===== src/rtl/timer_trio_defs.vh =====
`ifndef TIMER_TRIO_DEFS_VH
`define TIMER_TRIO_DEFS_VH
// ****************************************
// register byte offsets
// ****************************************
`define OFS_T1_CTRL   6'h00
`define OFS_T1_INIT   6'h04
`define OFS_T2_CTRL   6'h08
`define OFS_T2_INIT   6'h0C
`define OFS_FLAGS     6'h10
`define OFS_T1_DIV    6'h14
`define OFS_T2_DIV    6'h18
`define OFS_T3_CTRL   6'h1C
`define OFS_T3_COUNT  6'h20
`define OFS_T3_DIV    6'h24
`define OFS_IRQ_MASK  6'h28
// ****************************************
// fields and reset values
// ****************************************
`define BIT_EN        15
`define BIT_MODE      14
`define BIT_T3_EN     0
`define DIV_RESET     3'h4
`define INIT_RESET    16'hFFFF
`define CNT_ZERO      16'h0000
`define CNT_ONE       16'h0001
// ****************************************
// shared tick: 125 Hz base at 200 MHz clock
// ****************************************
`define CLK_HZ        200000000
`define BASE_HZ       125
`define BASE_CYC      (`CLK_HZ / `BASE_HZ)
`define RESP_OKAY     2'h0
`define RESP_SLVERR   2'h2
`endif


===== src/rtl/timer_trio.v =====
`timescale 1ns/10ps
`include "timer_trio_defs.vh"
module timer_trio #(
  parameter BASE_CYCLES = `BASE_CYC
) (
  // clock and reset
  input  wire        clk,
  input  wire        rst_b,
  // axi4-lite write address
  input  wire        s_axi_awvalid,
  output reg         s_axi_awready,
  input  wire [5:0]  s_axi_awaddr,
  // axi4-lite write data
  input  wire        s_axi_wvalid,
  output reg         s_axi_wready,
  input  wire [31:0] s_axi_wdata,
  input  wire [3:0]  s_axi_wstrb,
  // axi4-lite write response
  output reg         s_axi_bvalid,
  input  wire        s_axi_bready,
  output reg  [1:0]  s_axi_bresp,
  // axi4-lite read address
  input  wire        s_axi_arvalid,
  output reg         s_axi_arready,
  input  wire [5:0]  s_axi_araddr,
  // axi4-lite read data
  output reg         s_axi_rvalid,
  input  wire        s_axi_rready,
  output reg  [31:0] s_axi_rdata,
  output reg  [1:0]  s_axi_rresp,
  // interrupts
  output reg         timer1Irq_q,
  output reg         timer2Irq_q,
  output reg         irq_q
);

  // ****************************************
  // address decode
  // ****************************************
  function mapped;
    input [5:0] a;
    begin
      mapped = (a[1:0] == 2'h0) && (a <= `OFS_IRQ_MASK);
    end
  endfunction

  // ****************************************
  // registers
  // ****************************************
  reg  [1:0]  t12En_q;
  reg  [1:0]  t12Mode_q;
  reg  [15:0] t1Init_q;
  reg  [15:0] t2Init_q;
  reg  [2:0]  t1Div_q;
  reg  [2:0]  t2Div_q;
  reg  [2:0]  t3Div_q;
  reg         t3En_q;
  reg  [1:0]  flags_q;
  reg  [1:0]  mask_q;
  reg  [15:0] t1Cnt_q;
  reg  [15:0] t2Cnt_q;
  reg  [15:0] t3Cnt_q;
  reg  [1:0]  t12EnPrev_q;
  reg         t3EnPrev_q;
  // declared early: the write block below clears a finished one-shot enable
  wire [1:0]  start;
  wire [1:0]  expire;
  wire [1:0]  oneShotDone;

  // ****************************************
  // shared counting clock: 125 Hz base, 7 binary stages above it
  // ****************************************
  reg  [31:0] baseCnt_q;
  reg  [6:0]  divChain_q;
  wire        baseTick = (baseCnt_q == BASE_CYCLES - 1);
  wire [7:0]  tickSel;
  always @(posedge clk) begin
    if (!rst_b) begin
      baseCnt_q  <= 32'h0;
      divChain_q <= 7'h00;
    end else begin
      baseCnt_q  <= baseTick ? 32'h0 : baseCnt_q + 32'h1;
      if (baseTick)
        divChain_q <= divChain_q + 7'h01;
    end
  end
  // code 111 ticks at the 125 Hz base; each lower code halves the rate
  // so one shared chain feeds all three timers
  genvar g;
  generate
    for (g = 0; g < 7; g = g + 1) begin : gTick
      assign tickSel[g] = baseTick && (&divChain_q[6-g:0]);
    end
  endgenerate
  assign tickSel[7] = baseTick;

  wire t1Tick = tickSel[t1Div_q];
  wire t2Tick = tickSel[t2Div_q];
  wire t3Tick = tickSel[t3Div_q];

  // ****************************************
  // axi4-lite write path
  // ****************************************
  reg        awHeld_q;
  reg        wHeld_q;
  reg [5:0]  awAddr_q;
  reg [31:0] wData_q;
  reg [3:0]  wStrb_q;
  wire       doWrite = awHeld_q && wHeld_q && !s_axi_bvalid;
  wire       lo = wStrb_q[0];
  wire       hi = wStrb_q[1];
  always @(posedge clk) begin
    if (!rst_b) begin
      awHeld_q      <= 1'b0;
      wHeld_q       <= 1'b0;
      awAddr_q      <= 6'h00;
      wData_q       <= 32'h0;
      wStrb_q       <= 4'h0;
      s_axi_awready <= 1'b0;
      s_axi_wready  <= 1'b0;
      s_axi_bvalid  <= 1'b0;
      s_axi_bresp   <= `RESP_OKAY;
    end else begin
      s_axi_awready <= !awHeld_q && !s_axi_awready;
      s_axi_wready  <= !wHeld_q && !s_axi_wready;
      if (s_axi_awvalid && s_axi_awready) begin
        awHeld_q      <= 1'b1;
        awAddr_q      <= s_axi_awaddr;
        s_axi_awready <= 1'b0;
      end
      if (s_axi_wvalid && s_axi_wready) begin
        wHeld_q      <= 1'b1;
        wData_q      <= s_axi_wdata;
        wStrb_q      <= s_axi_wstrb;
        s_axi_wready <= 1'b0;
      end
      if (doWrite) begin
        awHeld_q     <= 1'b0;
        wHeld_q      <= 1'b0;
        s_axi_bvalid <= 1'b1;
        s_axi_bresp  <= mapped(awAddr_q) ? `RESP_OKAY : `RESP_SLVERR;
      end else if (s_axi_bvalid && s_axi_bready) begin
        s_axi_bvalid <= 1'b0;
      end
    end
  end

  // ****************************************
  // axi4-lite read path
  // ****************************************
  reg  [31:0] rdMux;
  wire        doRead = s_axi_arvalid && s_axi_arready;
  wire        flagsRead = doRead && (s_axi_araddr == `OFS_FLAGS);
  always @* begin
    rdMux = 32'h0;
    case (s_axi_araddr)
      `OFS_T1_CTRL:  rdMux[15:14] = {t12En_q[0], t12Mode_q[0]};
      `OFS_T1_INIT:  rdMux[15:0]  = t1Init_q;
      `OFS_T2_CTRL:  rdMux[15:14] = {t12En_q[1], t12Mode_q[1]};
      `OFS_T2_INIT:  rdMux[15:0]  = t2Init_q;
      `OFS_FLAGS:    rdMux[1:0]   = flags_q;
      `OFS_T1_DIV:   rdMux[2:0]   = t1Div_q;
      `OFS_T2_DIV:   rdMux[2:0]   = t2Div_q;
      `OFS_T3_CTRL:  rdMux[`BIT_T3_EN] = t3En_q;
      `OFS_T3_COUNT: rdMux[15:0]  = t3Cnt_q;
      `OFS_T3_DIV:   rdMux[2:0]   = t3Div_q;
      `OFS_IRQ_MASK: rdMux[1:0]   = mask_q;
      default:       rdMux = 32'h0;
    endcase
  end
  always @(posedge clk) begin
    if (!rst_b) begin
      s_axi_arready <= 1'b0;
      s_axi_rvalid  <= 1'b0;
      s_axi_rdata   <= 32'h0;
      s_axi_rresp   <= `RESP_OKAY;
    end else begin
      s_axi_arready <= !s_axi_rvalid && !s_axi_arready;
      if (doRead) begin
        s_axi_arready <= 1'b0;
        s_axi_rvalid  <= 1'b1;
        s_axi_rdata   <= rdMux;
        s_axi_rresp   <= mapped(s_axi_araddr) ? `RESP_OKAY : `RESP_SLVERR;
      end else if (s_axi_rvalid && s_axi_rready) begin
        s_axi_rvalid <= 1'b0;
      end
    end
  end

  // ****************************************
  // software-written registers
  // ****************************************
  wire wrHit = doWrite && mapped(awAddr_q);
  always @(posedge clk) begin
    if (!rst_b) begin
      t12En_q   <= 2'h0;
      t12Mode_q <= 2'h0;
      t1Init_q  <= `INIT_RESET;
      t2Init_q  <= `INIT_RESET;
      t1Div_q   <= `DIV_RESET;
      t2Div_q   <= `DIV_RESET;
      t3Div_q   <= `DIV_RESET;
      t3En_q    <= 1'b0;
      mask_q    <= 2'h0;
    end else begin
      // one-shot expiry drops the enable so a new write restarts it
      if (oneShotDone[0])
        t12En_q[0] <= 1'b0;
      if (oneShotDone[1])
        t12En_q[1] <= 1'b0;
      if (wrHit) begin
        case (awAddr_q)
          `OFS_T1_CTRL: if (hi) begin
            t12En_q[0]   <= wData_q[`BIT_EN];
            t12Mode_q[0] <= wData_q[`BIT_MODE];
          end
          `OFS_T2_CTRL: if (hi) begin
            t12En_q[1]   <= wData_q[`BIT_EN];
            t12Mode_q[1] <= wData_q[`BIT_MODE];
          end
          `OFS_T1_INIT: begin
            if (lo) t1Init_q[7:0]  <= wData_q[7:0];
            if (hi) t1Init_q[15:8] <= wData_q[15:8];
          end
          `OFS_T2_INIT: begin
            if (lo) t2Init_q[7:0]  <= wData_q[7:0];
            if (hi) t2Init_q[15:8] <= wData_q[15:8];
          end
          `OFS_T1_DIV:   if (lo) t1Div_q <= wData_q[2:0];
          `OFS_T2_DIV:   if (lo) t2Div_q <= wData_q[2:0];
          `OFS_T3_DIV:   if (lo) t3Div_q <= wData_q[2:0];
          `OFS_T3_CTRL:  if (lo) t3En_q <= wData_q[`BIT_T3_EN];
          `OFS_IRQ_MASK: if (lo) mask_q <= wData_q[1:0];
          default: ;
        endcase
      end
    end
  end

  // ****************************************
  // timers one and two
  // ****************************************
  // both timers share one body; slice k of each packed word is timer k+1
  wire [1:0]  tick12 = {t2Tick, t1Tick};
  wire [31:0] init12 = {t2Init_q, t1Init_q};
  wire [31:0] cnt12  = {t2Cnt_q, t1Cnt_q};
  wire [31:0] cnt12_d;
  genvar k;
  generate
    for (k = 0; k < 2; k = k + 1) begin : gTimer
      wire [15:0] cntNow  = cnt12[16*k+15:16*k];
      wire [15:0] initNow = init12[16*k+15:16*k];
      wire        atOne   = (cntNow == `CNT_ONE);
      wire        live    = (cntNow != `CNT_ZERO);
      reg  [15:0] cnt_d;
      assign start[k]       = t12En_q[k] && !t12EnPrev_q[k];
      // the load cycle never counts, so a tick there cannot expire
      assign expire[k]      = t12En_q[k] && !start[k] && tick12[k] && atOne;
      assign oneShotDone[k] = expire[k] && !t12Mode_q[k];
      // init is only sampled at start or reload, never mid-count
      always @* begin
        cnt_d = cntNow;
        if (start[k])
          cnt_d = initNow;
        else if (expire[k] && t12Mode_q[k])
          cnt_d = initNow;
        else if (t12En_q[k] && tick12[k] && live)
          cnt_d = cntNow - `CNT_ONE;
      end
      assign cnt12_d[16*k+15:16*k] = cnt_d;
    end
  endgenerate
  always @(posedge clk) begin
    if (!rst_b) begin
      t1Cnt_q     <= `CNT_ZERO;
      t2Cnt_q     <= `CNT_ZERO;
      t12EnPrev_q <= 2'h0;
    end else begin
      t12EnPrev_q <= t12En_q;
      t1Cnt_q     <= cnt12_d[15:0];
      t2Cnt_q     <= cnt12_d[31:16];
    end
  end

  // ****************************************
  // free-running timer three
  // ****************************************
  wire        t3Start = t3En_q && !t3EnPrev_q;
  reg  [15:0] t3Cnt_d;
  always @* begin
    t3Cnt_d = t3Cnt_q;
    // wraps through zero and only halts when t3En_q is cleared
    if (t3Start)
      t3Cnt_d = `CNT_ZERO;
    else if (t3En_q && t3Tick)
      t3Cnt_d = t3Cnt_q - `CNT_ONE;
  end
  always @(posedge clk) begin
    if (!rst_b) begin
      t3Cnt_q    <= `CNT_ZERO;
      t3EnPrev_q <= 1'b0;
    end else begin
      t3EnPrev_q <= t3En_q;
      t3Cnt_q    <= t3Cnt_d;
    end
  end

  // ****************************************
  // status flags and interrupts
  // ****************************************
  // a read clears, but an expiry in the same cycle still wins
  wire [1:0] flags_d = (flagsRead ? 2'h0 : flags_q) | expire;
  always @(posedge clk) begin
    if (!rst_b) begin
      flags_q     <= 2'h0;
      timer1Irq_q <= 1'b0;
      timer2Irq_q <= 1'b0;
      irq_q       <= 1'b0;
    end else begin
      flags_q     <= flags_d;
      timer1Irq_q <= expire[0];
      timer2Irq_q <= expire[1];
      // level follows the flags word that is being stored this cycle
      irq_q       <= |(flags_d & mask_q);
    end
  end

endmodule // timer_trio


===== config.mk =====
export PLATFORM = sky130hd
export DESIGN_NAME = timer_trio
export DESIGN_NICKNAME = d
export VERILOG_FILES = /design/src/rtl/timer_trio.v
export VERILOG_INCLUDE_DIRS = /design/src /design/src/rtl
export SDC_FILE = /design/constraint.sdc
export NUM_CORES = 1
export LEC_CHECK = 0
export BUFFER_PORTS_ARGS = -buffer_cell sky130_fd_sc_hd__clkbuf_2
export CAP_MARGIN = 0
export CORE_UTILIZATION = 43
export CTS_BUF_LIST = sky130_fd_sc_hd__clkbuf_8
export DETAILED_ROUTE_END_ITERATION = 12
export GPL_TIMING_DRIVEN = 0
export PLACE_DENSITY_LB_ADDON = 0.15
export SYNTH_ARGS = -nofsm -noshare
export SYNTH_HDL_FRONTEND = slang
export SYNTH_SLANG_ARGS = --single-unit
export TNS_END_PERCENT = 1

===== constraint.sdc =====
create_clock -name clk -period 2.25 [get_ports clk]
set_input_delay 0.1125 -clock clk [delete_from_list [all_inputs] [get_ports clk]]
set_output_delay 0.1125 -clock clk [all_outputs]
set_load 0.05 [all_outputs]

==> run summary, run 1 <==
Reg2Reg Setup Slack = -0.11 ns
Worst Setup Path Type = reg2reg
Area of the core = 21000 um^2
Worst setup path startpoint = divChain_q[0]$_SDFFE_PN0N_
Critical-path maximum fanout = 10
Slew @ Worst Pin = 0.804 ns
Root buf cell = clkbuf_8
Reg-to-Reg End = gTimer[1].cntNow[1]$_SDFFE_PN0P_
Required @ worst endpoint = 2.67 ns
Core Rows = 53
Fmax = 423 MHz
Skew-Pair Late Insertion Delay = 0.48 ns
Most frequent cell after synthesis = dfxtp_1
Dominant register cell in the synthesized netlist = dfxtp_1
Status = finished with violations
Startpoint Class = register
Largest net degree at the start of global routing = 20
Max-slew violation count = 0
Initial antenna violation count = 1
Cts bufs inserted = 17
CTS tree = built
Setup WS post-layout = -0.114 ns
Slew HR = 46.0%
I/O pin count = 99
Avg Cell Area, Syn = 8.50 um^2
Beginning of the worst hold path = s_axi_araddr[0]
Area Growth Syn to Fin = 22.7%
RSZ-0062 raised after global routing = true
Remaining DRCs = 0
Leak = 4.35 nW
FF-to-FF Start = divChain_q[0]$_SDFFE_PN0N_
Synth area leaders = dfxtp_1 42%, nand2_1 6.0%, xor2_1 4.8%
GRT Residual Overflow = 0
Setup TNS = -1.49 ns
Clk pin slew, worst setup/hold paths = 0.11 ns
Synthesized flop and latch total = 192
Layout Skew = 0.0173 ns
Setup violations, final = 39
Share of post-route cells with drive strength above 1 = 18.6%
Register area share after synthesis = 41.8%
Worst reg2reg path depth = 11
Fin nets = 1299
Sink Count = 192
Maximum vdd drop = 0.000303 V
Sink of the worst hold path = s_axi_rresp[1]$_SDFFE_PN0P_
Count of cell types in the netlist = 78
CTS Buffer Depth = 2
DR WL/cell = 17.4 um
Drt pass-1 iters = 5
Port Buffers = 60
Ys Warns = 0
Final wirelength = 26500 um
First-pass GRT wire length = 42000 um
DR iter-0 viols = 511
Post-synth EDFFs = 0
Vias per cell = 5.44
Most common library cells after synthesis = 192 x dfxtp_1, 147 x nand2_1, 73 x nand3_1
Vias in the first global route = 7697
Hpwl dp = 19300 um
Mapped Cells = 1081
Data arrival time of the critical path = 2.79 ns
Worst hold path cell count = 3
Final period util = 105%
Vias = 8298
Initial core utilization = 43.8%
Total power = 0.00632 W
Pwr dens = 561 nW/um^2
Die height = 148 um
Post-Syn Area = 9190 um^2
H-tree depth = 4
Fin crit period = 2.36 ns
Post-synth top area cell = dfxtp_1
Max Cap Violations = 0
Top-area cell type share of the netlist area = 41.8%
Worst min path class = in2reg
Die area = 21900 um^2
Crit. End Element = register
Number of nets with antenna violations after routing = 0
Tot GR Track Use = 24.8%
Async set-or-reset flop fraction in the synthesized netlist = 0%
Endpoints failing hold = 0
Die width = 148 um
Failing checks = negative setup slack
Gp weighted congestion = 0.925
[metal layers]
| metal | global-route usage, % | part of all wire, % | wire [um] | vias to the layer above |
|---|---|---|---|---|
| met2 | 37.8 | 44 | 11700 | 263 |
| met1 | 35.1 | 47 | 12400 | 3876 |
| met3 | 4.91 | 7.1 | 1890 | 34 |
| met5 | 0 | 0 | 0 | - |
| met4 | 7.42 | 1.7 | 450 | 0 |
| li1 | - | - | - | 4125 |
[how the worst max path moves through the flow]
| stage | endpoint | slack (ns) | depth (start not counted) |
|---|---|---|---|
| after floorplan | gTimer[0].cntNow[1]$_SDFFE_PN0P_ | -0.05 | 8 |
| after global placement | gTimer[0].cntNow[10]$_SDFFE_PN0P_ | -0.67 | 10 |
| after detailed placement | gTimer[1].cntNow[11]$_SDFFE_PN0P_ | -0.69 | 9 |
| after CTS | gTimer[1].cntNow[1]$_SDFFE_PN0P_ | -0.16 | 11 |
| after global routing | gTimer[0].cntNow[14]$_SDFFE_PN0P_ | -0.26 | 10 |
| final | gTimer[1].cntNow[1]$_SDFFE_PN0P_ | -0.11 | 11 |
[critical path, cell delays in order (launching register included)]
cell and delay (ns):
dfxtp_4 0.37, ha_4 0.15, and3_1 0.17, clkbuf_8 0.14, ha_4 0.15, a31oi_4 0.11
a2111oi_4 0.30, buf_4 0.20, buf_6 0.15, o21a_1 0.16, mux2i_1 0.22, a31o_2 0.18
[layout make-up]
class / count / area, um^2
Clock buffer: 17 / 234
Multi-Input combinational cell: 810 / 5320
Timing Repair Buffer: 118 / 826
Fill cell: 2024 / 9690
Sequential cell: 192 / 3850
Antenna cell: 1 / 2.50
Inverter: 21 / 78.8
Buffer: 75 / 440
Tap cell: 275 / 344
Clock inverter: 15 / 173
[registers in the layout, indices dropped and copies added, names as in the netlist, 3 cells and up]
name and flops:
awAddr_q 6, t1Div_q 3, divChain_q 7, t2Div_q 3
gTimer.cntNow 32, s_axi_rdata 16, t3Div_q 3, wData_q 16
t3Cnt_q 16, gTimer.initNow 32, baseCnt_q 32
[power breakdown]
part | leakage (nW) | internal, W | switching, W
combinational | 2.60 | 0.000169 | 0.000319
clock | 0.198 | 0.000936 | 0.00141
sequential | 1.56 | 0.00344 | 0.0000452
total | 4.35 | 0.00454 | 0.00177
[metrics by stage]
| step | hold slack (ns) | area (um^2) | setup WS (ns) | util (%) | instances |
|---|---|---|---|---|---|
| 3_3_place_gp | 0.348 | 9930 | -0.673 | 47.4 | 1433 |
| 3_5_place_dp | 0.355 | 9930 | -0.694 | 47.4 | 1433 |
| 2_1_floorplan | 0.257 | 9290 | -0.0501 | - | 1098 |
| 4_1_cts | 0.0382 | 11000 | -0.165 | 52.7 | 1515 |
| 6_report | 0.0615 | 11300 | -0.114 | 53.8 | 1524 |
| 5_1_grt | 0.0916 | 11300 | -0.260 | 53.8 | 1524 |
[logic make-up (layout without fill, tap and decap cells)]
family	count (synthesis)	after routing	share of synthesized area, %
xor gates and xnor gates	68	68	6.48
and+or+nand+nor	479	479	27.6
adders and majority gates	9	9	1.23
DFF	192	192	41.8
other	1	19	0.0408
muxes	33	33	3.79
AOI/OAI and AO/OA	203	203	14.2
buffers and inverters	96	246	4.74
[what timing repair did]
item / CTS / global route
buffers inserted: 16 / 8
pin swaps: 16 / 21
setup endpoints to repair: 100 / 112
gates cloned: 1 / 0
hold buffers: 33 / 0
hold endpoints to repair: 27 / 0
resized for setup: 65 / 60
[cell usage in the layout (no fill, tap or decap), types with 5 or more instances in the layout]
cell	count
dfxtp_1	186
nand2_1	144
nand3_1	72
nor2_1	66
clkbuf_2	63
xor2_1	50
buf_4	44
o21ai_0	43
a21oi_1	43
clkbuf_1	39
nand4_1	34
a21boi_0	34
dlygate4sd3_1	33
mux2i_1	28
and2_1	27
inv_1	19
clkbuf_8	18
xnor2_1	18
conb_1	18
nor2b_1	15
o21ai_1	15
nor4_1	12
nor3_1	12
a222oi_1	12
and3_1	10
or3_1	9
o21ai_2	8
buf_6	7
and4_1	6
nor3b_1	5
nand2b_1	5
dfxtp_2	5
inv_8	5
Power figures use the tool's default switching activity.
==> run 2: changes to the inputs <==
--- a/config.mk
+++ b/config.mk
@@ -7,4 +7,5 @@
 export NUM_CORES = 1
 export LEC_CHECK = 0
+export ABC_AREA = 1
 export BUFFER_PORTS_ARGS = -buffer_cell sky130_fd_sc_hd__clkbuf_2
 export CAP_MARGIN = 0
==> constraint.sdc (replaced) <==
create_clock -name clk -period 2.25 [get_ports clk]
set_input_delay 0.225 -clock clk [delete_from_list [all_inputs] [get_ports clk]]
set_output_delay 0.225 -clock clk [all_outputs]
set_load 0.05 [all_outputs]
==> run 2 against run 1 <==
- the flow still finishes with violations (negative setup slack)
- register-to-register slack about the same
- combinational power hardly changed
- setup slack worse by 0.015 ns
- global-route usage rose by 0.39 points
- wire length is 12% higher
- clock skew fell by 0.0014 ns
- flip-flop and latch count unchanged
- synthesized cell count increased by 33%
- via count increased by 20%
- cell area increased by 4.5%
- cell count grew 22%
- largest power group unchanged
==> run summary, run 2 <==
Status = finished with violations
Failing checks = negative setup slack
Layout Skew = 0.0158 ns (-0.00143 ns)
CTS tree = built
Most common library cells after synthesis = 265 x nand2_1, 214 x nor2_1, 192 x dfxtp_1
Synth area leaders = dfxtp_1 39%, nand2_1 10%, nor2_1 8.2%
Initial core utilization = 44.4% (+0.57 points)
Worst Setup Path Type = reg2reg
Crit. End Element = register
Max Cap Violations = 0 (unchanged)
I/O pin count = 99 (unchanged)
Multi-input gate area = 5480 um^2 (+3.1%)
Number of nets with antenna violations after routing = 0 (unchanged)
Maximum vdd drop = 0.000342 V (+13%)
Ys Warns = 0 (unchanged)
Vias per cell = 5.33 (-2.1%)
Endpoints failing hold = 0 (unchanged)
RSZ-0062 raised after global routing = true
Pwr dens = 550 nW/um^2 (-2.0%)
Core Rows = 54 (+1.9%)
Count of cell types in the netlist = 49 (-37%)
DR iter-0 viols = 860 (+68%)
Area of the core = 22200 um^2 (+5.8%)
Gp weighted congestion = 0.934 (+0.98%)
Async set-or-reset flop fraction in the synthesized netlist = 0% (unchanged)
First-pass GRT wire length = 46500 um (+11%)
Initial antenna violation count = 0 (-1)
Slew @ Worst Pin = 0.912 ns (+0.108 ns)
Startpoint Class = register
Remaining DRCs = 0 (unchanged)
Dpl cells = 1794 (+25%)
Final wirelength = 29800 um (+12%)
Register Area = 3860 um^2 (about the same)
Worst min path class = in2reg
Required @ worst endpoint = 2.61 ns (-0.06 ns)
Dominant register cell in the synthesized netlist = dfxtp_1
Die width = 153 um (+3.5%)
Post-synth EDFFs = 0 (unchanged)
Area Growth Syn to Fin = 19.6%
Data arrival time of the critical path = 2.74 ns (-0.05 ns)
Max-slew violation count = 0 (unchanged)
Setup TNS = -2.71 ns (-1.21 ns)
Port Buffers = 61 (+1.7%)
Setup violations, final = 44 (+13%)
Slew HR = 39.2% (-6.8 points)
Setup WS post-layout = -0.129 ns (-0.0147 ns)
Die height = 153 um (+3.5%)
Root buf cell = clkbuf_8
Avg Cell Area, Syn = 6.85 um^2 (-19%)
Largest net degree at the start of global routing = 18 (-10%)
Leak = 5.18 nW (+19%)
Sink Count = 192 (unchanged)
Fmax = 420 MHz (-0.62%)
Final period util = 106% (+0.65 points)
Cts bufs inserted = 17 (unchanged)
CTS Buffer Depth = 2 (unchanged)
Post-synth top area cell = dfxtp_1
Register area share after synthesis = 39.1% (-2.8 points)
DP Worst Slack = -0.599 ns (+0.0948 ns)
H-tree depth = 4 (unchanged)
Most frequent cells in the layout = 253 x nand2_1, 193 x nor2_1, 184 x dfxtp_1
Hpwl dp = 22200 um (+15%)
Final Util = 53.1% (-0.65 points)
Clk pin slew, worst setup/hold paths = 0.10 ns (about the same)
DR WL/cell = 16.0 um (-8.1%)
N_diodes = 0 (-1)
Most frequent cell after synthesis = nand2_1
Synthesized flop and latch total = 192 (unchanged)
Tot GR Track Use = 25.2% (+0.39 points)
Share of post-route cells with drive strength above 1 = 17.9% (-0.71 points)
Mapped Cells = 1436 (+33%)
Die area = 23500 um^2 (+7.0%)
Top-area cell type share of the netlist area = 39.1% (-2.8 points)
Post-Syn Area = 9840 um^2 (+7.1%)
Vias = 9931 (+20%)
GRT Residual Overflow = 0 (unchanged)
Skew-Pair Late Insertion Delay = 0.47 ns (about the same)
Drt pass-1 iters = 6 (+1)
Most common cell after layout, fill and taps aside = nand2_1
Fin nets = 1634 (+26%)
Vias in the first global route = 8714 (+13%)
Critical-path maximum fanout = 6 (-4)
Post-route insts no fill = 1863 (+22%)
Fillers = 2268 (+12%)
Fin crit period = 2.38 ns (+0.0147 ns)
[run 2: cells by family (layout without fill, tap and decap cells)]
family	after synthesis	in the layout	share of synthesized area, %
other	1	18	0.0381
XOR/XNOR	36	36	3.20
AO/OA/AOI/OAI	251	251	14.1
flip-flops	192	192	39.1
buffers and inverters	231	361	9.78
AND/OR/NAND/NOR	716	716	32.7
adder cells (fa/ha/maj)	9	9	1.14
[run 2: where the power goes]
part / total [W] / internal [W] / switching, W / leakage [nW]
registers: 0.00350 / 0.00345 / 0.0000529 / 1.56
clock network: 0.00248 / 0.00115 / 0.00133 / 0.221
logic: 0.000491 / 0.000136 / 0.000355 / 3.40
total: 0.00647 / 0.00474 / 0.00173 / 5.18
[run 2: what timing repair did]
| action | 4_1_cts | 5_1_grt |
|---|---|---|
| pin swaps | 21 | 21 |
| resized for setup | 92 | 59 |
| cloned | 1 | 0 |
| setup buffers | 20 | 10 |
| setup endpoints to repair | 82 | 114 |
| endpoints found under the hold margin | 6 | 0 |
| hold buffers | 6 | 0 |
[run 2: layout make-up]
type	instances	area share [%]
multi-input combinational	1030	46.5
tap	280	2.98
clock buffer	18	2.10
buffer	69	3.67
clock inverter	14	1.51
inverter	162	5.26
sequential	192	32.8
timing repair buffer	98	5.18
[run 2: worst paths after layout]
path / start / end / slack, ns / cells past startpoint
setup / recovery: baseCnt_q[0]$_SDFF_PP0_ / gTimer[0].cntNow[4]$_SDFFE_PN0P_ / -0.13 / 16
hold / removal: s_axi_wdata[11] / wData_q[11]$_SDFFE_PN0P_ / 0.01 / 3
setup reg to reg: baseCnt_q[0]$_SDFF_PP0_ / gTimer[0].cntNow[4]$_SDFFE_PN0P_ / -0.13 / 16
hold reg to reg: wHeld_q$_SDFFE_PP0P_ / s_axi_wready$_SDFF_PP0_ / 0.43 / 1
[run 2: per-layer routing]
layer | vias to the layer above | track usage, % | routed length, um
li1 | 4985 | - | -
met1 | 4549 | 34.8 | 13800
met2 | 357 | 39.0 | 13100
met3 | 40 | 5.22 | 2280
met4 | 0 | 7.70 | 624
met5 | - | 0 | 0
[run 2: stage by stage]
stage / cell area, um^2 / hold WS [ns] / total power (W)
floorplan: 9900 / 0.384 / 0.00389
global placement: 10600 / 0.420 / 0.00404
detailed placement: 10600 / 0.421 / 0.00404
CTS: 11500 / 0.00131 / 0.00651
global route: 11800 / 0.0121 / 0.00669
finish: 11800 / 0.00967 / 0.00647
[run 2: worst max-delay path: stages, from the launching register on]
cell and delay, ns:
dfxtp_4 0.38, ha_4 0.14, nand2_4 0.05, nor2_4 0.12, nand2_4 0.09, nor2_8 0.21
nand2_8 0.10, o21ai_2 0.16, inv_2 0.06, a21oi_4 0.22, buf_6 0.14, nand3_4 0.11
buf_6 0.17, nor2_1 0.08, nand2_1 0.05, a21oi_1 0.13, nor2_1 0.04
==> run 3: changes to the inputs <==
- clock period: 2.25 -> 2.7 ns (I/O delays scaled with it)
==> run 3 against run 2 <==
- the run now ends clean
- count of clock-buffer cells in the layout did not move
- combinational power fell by 20%
- largest cell class unchanged
- flip-flop and latch count did not move
- register-to-register slack improved by 0.18 ns
- via count fell by 1.8%
- critical endpoint is now gTimer[1].cntNow[5]$_SDFFE_PN0P_
- die area did not move
- cell count fell by 1.7%
- critical path depth fell by 1
- wire length fell by 2.9%
- cell area fell by 5.7%
==> run summary, run 3 (synthesis results as in run 2) <==
Status = completed
Tot GR Track Use = 24.6% (-0.56 points)
CP max-delay cell = dfxtp_2
Required @ worst endpoint = 3.06 ns (+0.45 ns)
GRT Residual Overflow = 0 (unchanged)
Crit. End Element = register
DR WL/cell = 15.8 um (-1.3%)
Vias = 9755 (-1.8%)
Remaining DRCs = 0 (unchanged)
Core Rows = 54 (unchanged)
Number of nets with antenna violations after routing = 0 (unchanged)
Critical-path maximum fanout = 10 (+4)
Layout Skew = 0.0144 ns (-0.00141 ns)
DP Worst Slack = -0.149 ns (+0.450 ns)
Pwr dens = 484 nW/um^2 (-12%)
Max-slew violation count = 0 (unchanged)
Setup violations, final = 0 (-100%)
Initial core utilization = 44.4% (unchanged)
CTS tree = built
Final Util = 50.1% (-3.0 points)
Die width = 153 um (unchanged)
CTS Buffer Depth = 2 (unchanged)
Hold_buf cts = 0 (-6)
Vias in the first global route = 8547 (-1.9%)
Final wirelength = 28900 um (-2.9%)
Die area = 23500 um^2 (unchanged)
Data arrival time of the critical path = 3.01 ns (+0.27 ns)
First-pass GRT wire length = 45400 um (-2.5%)
Port Buffers = 61 (unchanged)
Endpoints failing hold = 0 (unchanged)
Largest net degree at the start of global routing = 18 (unchanged)
Setup WS post-layout = 0.0516 ns (+0.181 ns)
Fin crit period = 2.65 ns (+0.269 ns)
Reg2Reg Setup Slack = 0.05 ns (+0.18 ns)
Maximum vdd drop = 0.000285 V (-17%)
Sink Count = 192 (unchanged)
Fin nets = 1603 (-1.9%)
CP most frequent cell = nand2_1
Hpwl dp = 22200 um (unchanged)
Area of the core = 22200 um^2 (unchanged)
Root buf cell = clkbuf_8
Share of post-route cells with drive strength above 1 = 12.2% (-5.7 points)
Cell Chain, Critical Path = ha_1 -> nand2_1 -> nor2_4 -> nand2_4 -> nor2_8 -> nand3_2 -> nand2_1 -> nand3_1 -> a21oi_4 -> nand4_2 -> nand2_2 -> inv_2 -> buf_2 -> o21ai_1 -> nor2_1
Startpoint Class = register
Vias per cell = 5.32 (-0.11%)
RSZ-0062 raised after global routing = true
Crit path buf inv count = 2 (-1)
Slew HR = 32.5% (-6.7 points)
Gp weighted congestion = 0.934 (unchanged)
Setup TNS = 0 ns (+2.71 ns)
DR iter-0 viols = 763 (-11%)
Max Cap Violations = 0 (unchanged)
N_diodes = 0 (unchanged)
Worst min path class = in2reg
Slew @ Worst Pin = 1.00 ns (+0.0917 ns)
Crit-path leading delay family = simple AND/OR/NAND/NOR gates
Clk pin slew, worst setup/hold paths = 0.10 ns (about the same)
H-tree depth = 4 (unchanged)
Drt pass-1 iters = 7 (+1)
Leak = 4.93 nW (-4.9%)
Skew-Pair Late Insertion Delay = 0.47 ns (about the same)
Worst hold margin = 0.0474 ns (+0.0378 ns)
Worst Setup Path Type = reg2reg
Most frequent cells in the layout = 263 x nand2_1, 212 x nor2_1, 190 x dfxtp_1
Largest stage delay, worst path = 0.35 ns (-0.03 ns)
Die height = 153 um (unchanged)
Fmax = 378 MHz (-10%)
Area Growth Syn to Fin = 12.8%
Cts bufs inserted = 17 (unchanged)
I/O pin count = 99 (unchanged)
Initial antenna violation count = 0 (unchanged)
Final period util = 98.1% (-7.6 points)
Most common cell after layout, fill and taps aside = nand2_1
[run 3: worst paths after layout]
path | start | end | cells after the start
worst max register to register | baseCnt_q[0]$_SDFF_PP0_ | gTimer[1].cntNow[5]$_SDFFE_PN0P_ | 15
worst min-delay path | s_axi_rready | s_axi_rvalid$_SDFFE_PN0P_ | 4
worst min register to register | baseCnt_q[0]$_SDFF_PP0_ | baseCnt_q[0]$_SDFF_PP0_ | 1
worst max-delay path | baseCnt_q[0]$_SDFF_PP0_ | gTimer[1].cntNow[5]$_SDFFE_PN0P_ | 15
[run 3: worst reg2reg max path, cell delays in order (launching register included)]
cell     delay [ns]
dfxtp_2        0.35
ha_1           0.16
nand2_1        0.10
nor2_4         0.15
nand2_4        0.11
nor2_8         0.16
nand3_2        0.13
nand2_1        0.08
nand3_1        0.17
a21oi_4        0.28
nand4_2        0.15
nand2_2        0.17
inv_2          0.04
buf_2          0.17
o21ai_1        0.23
nor2_1         0.08
[run 3: per-layer routing]
metal / track usage [%] / vias to the layer above / routed length, um
met4: 8.75 / 0 / 761
met5: 0 / - / 0
met1: 34.3 / 4441 / 13600
met3: 5.39 / 43 / 2260
li1: - / 4921 / -
met2: 37.1 / 350 / 12300
[run 3: stage by stage]
step	instances	cell area, um^2	power (W)
after floorplan	1453	9900	0.00324
after global placement	1794	10600	0.00337
after detailed placement	1794	10600	0.00337
after CTS	1827	11000	0.00541
after global routing	1832	11100	0.00556
final	1832	11100	0.00537
[run 3: timing repair]
item                       4_1_cts  5_1_grt
setup buffers                    1        5
gates resized for setup          8       21
pin swaps                        2        6
setup endpoints to repair       26       65
[run 3: where the power goes]
part | switching [W] | internal (W)
registers | 0.0000421 | 0.00287
clock network | 0.00110 | 0.000960
logic | 0.000290 | 0.000103
total | 0.00144 | 0.00394
[run 3: area by class of cell]
type	count	area [um^2]
Clock buffer	18	248
Clock inverter	14	178
Buffer	69	367
Tap cell	280	350
Inverter	162	611
Timing Repair Buffer	67	350
Fill cell	2326	11100
Multi-Input combinational cell	1030	5150
Sequential cell	192	3850
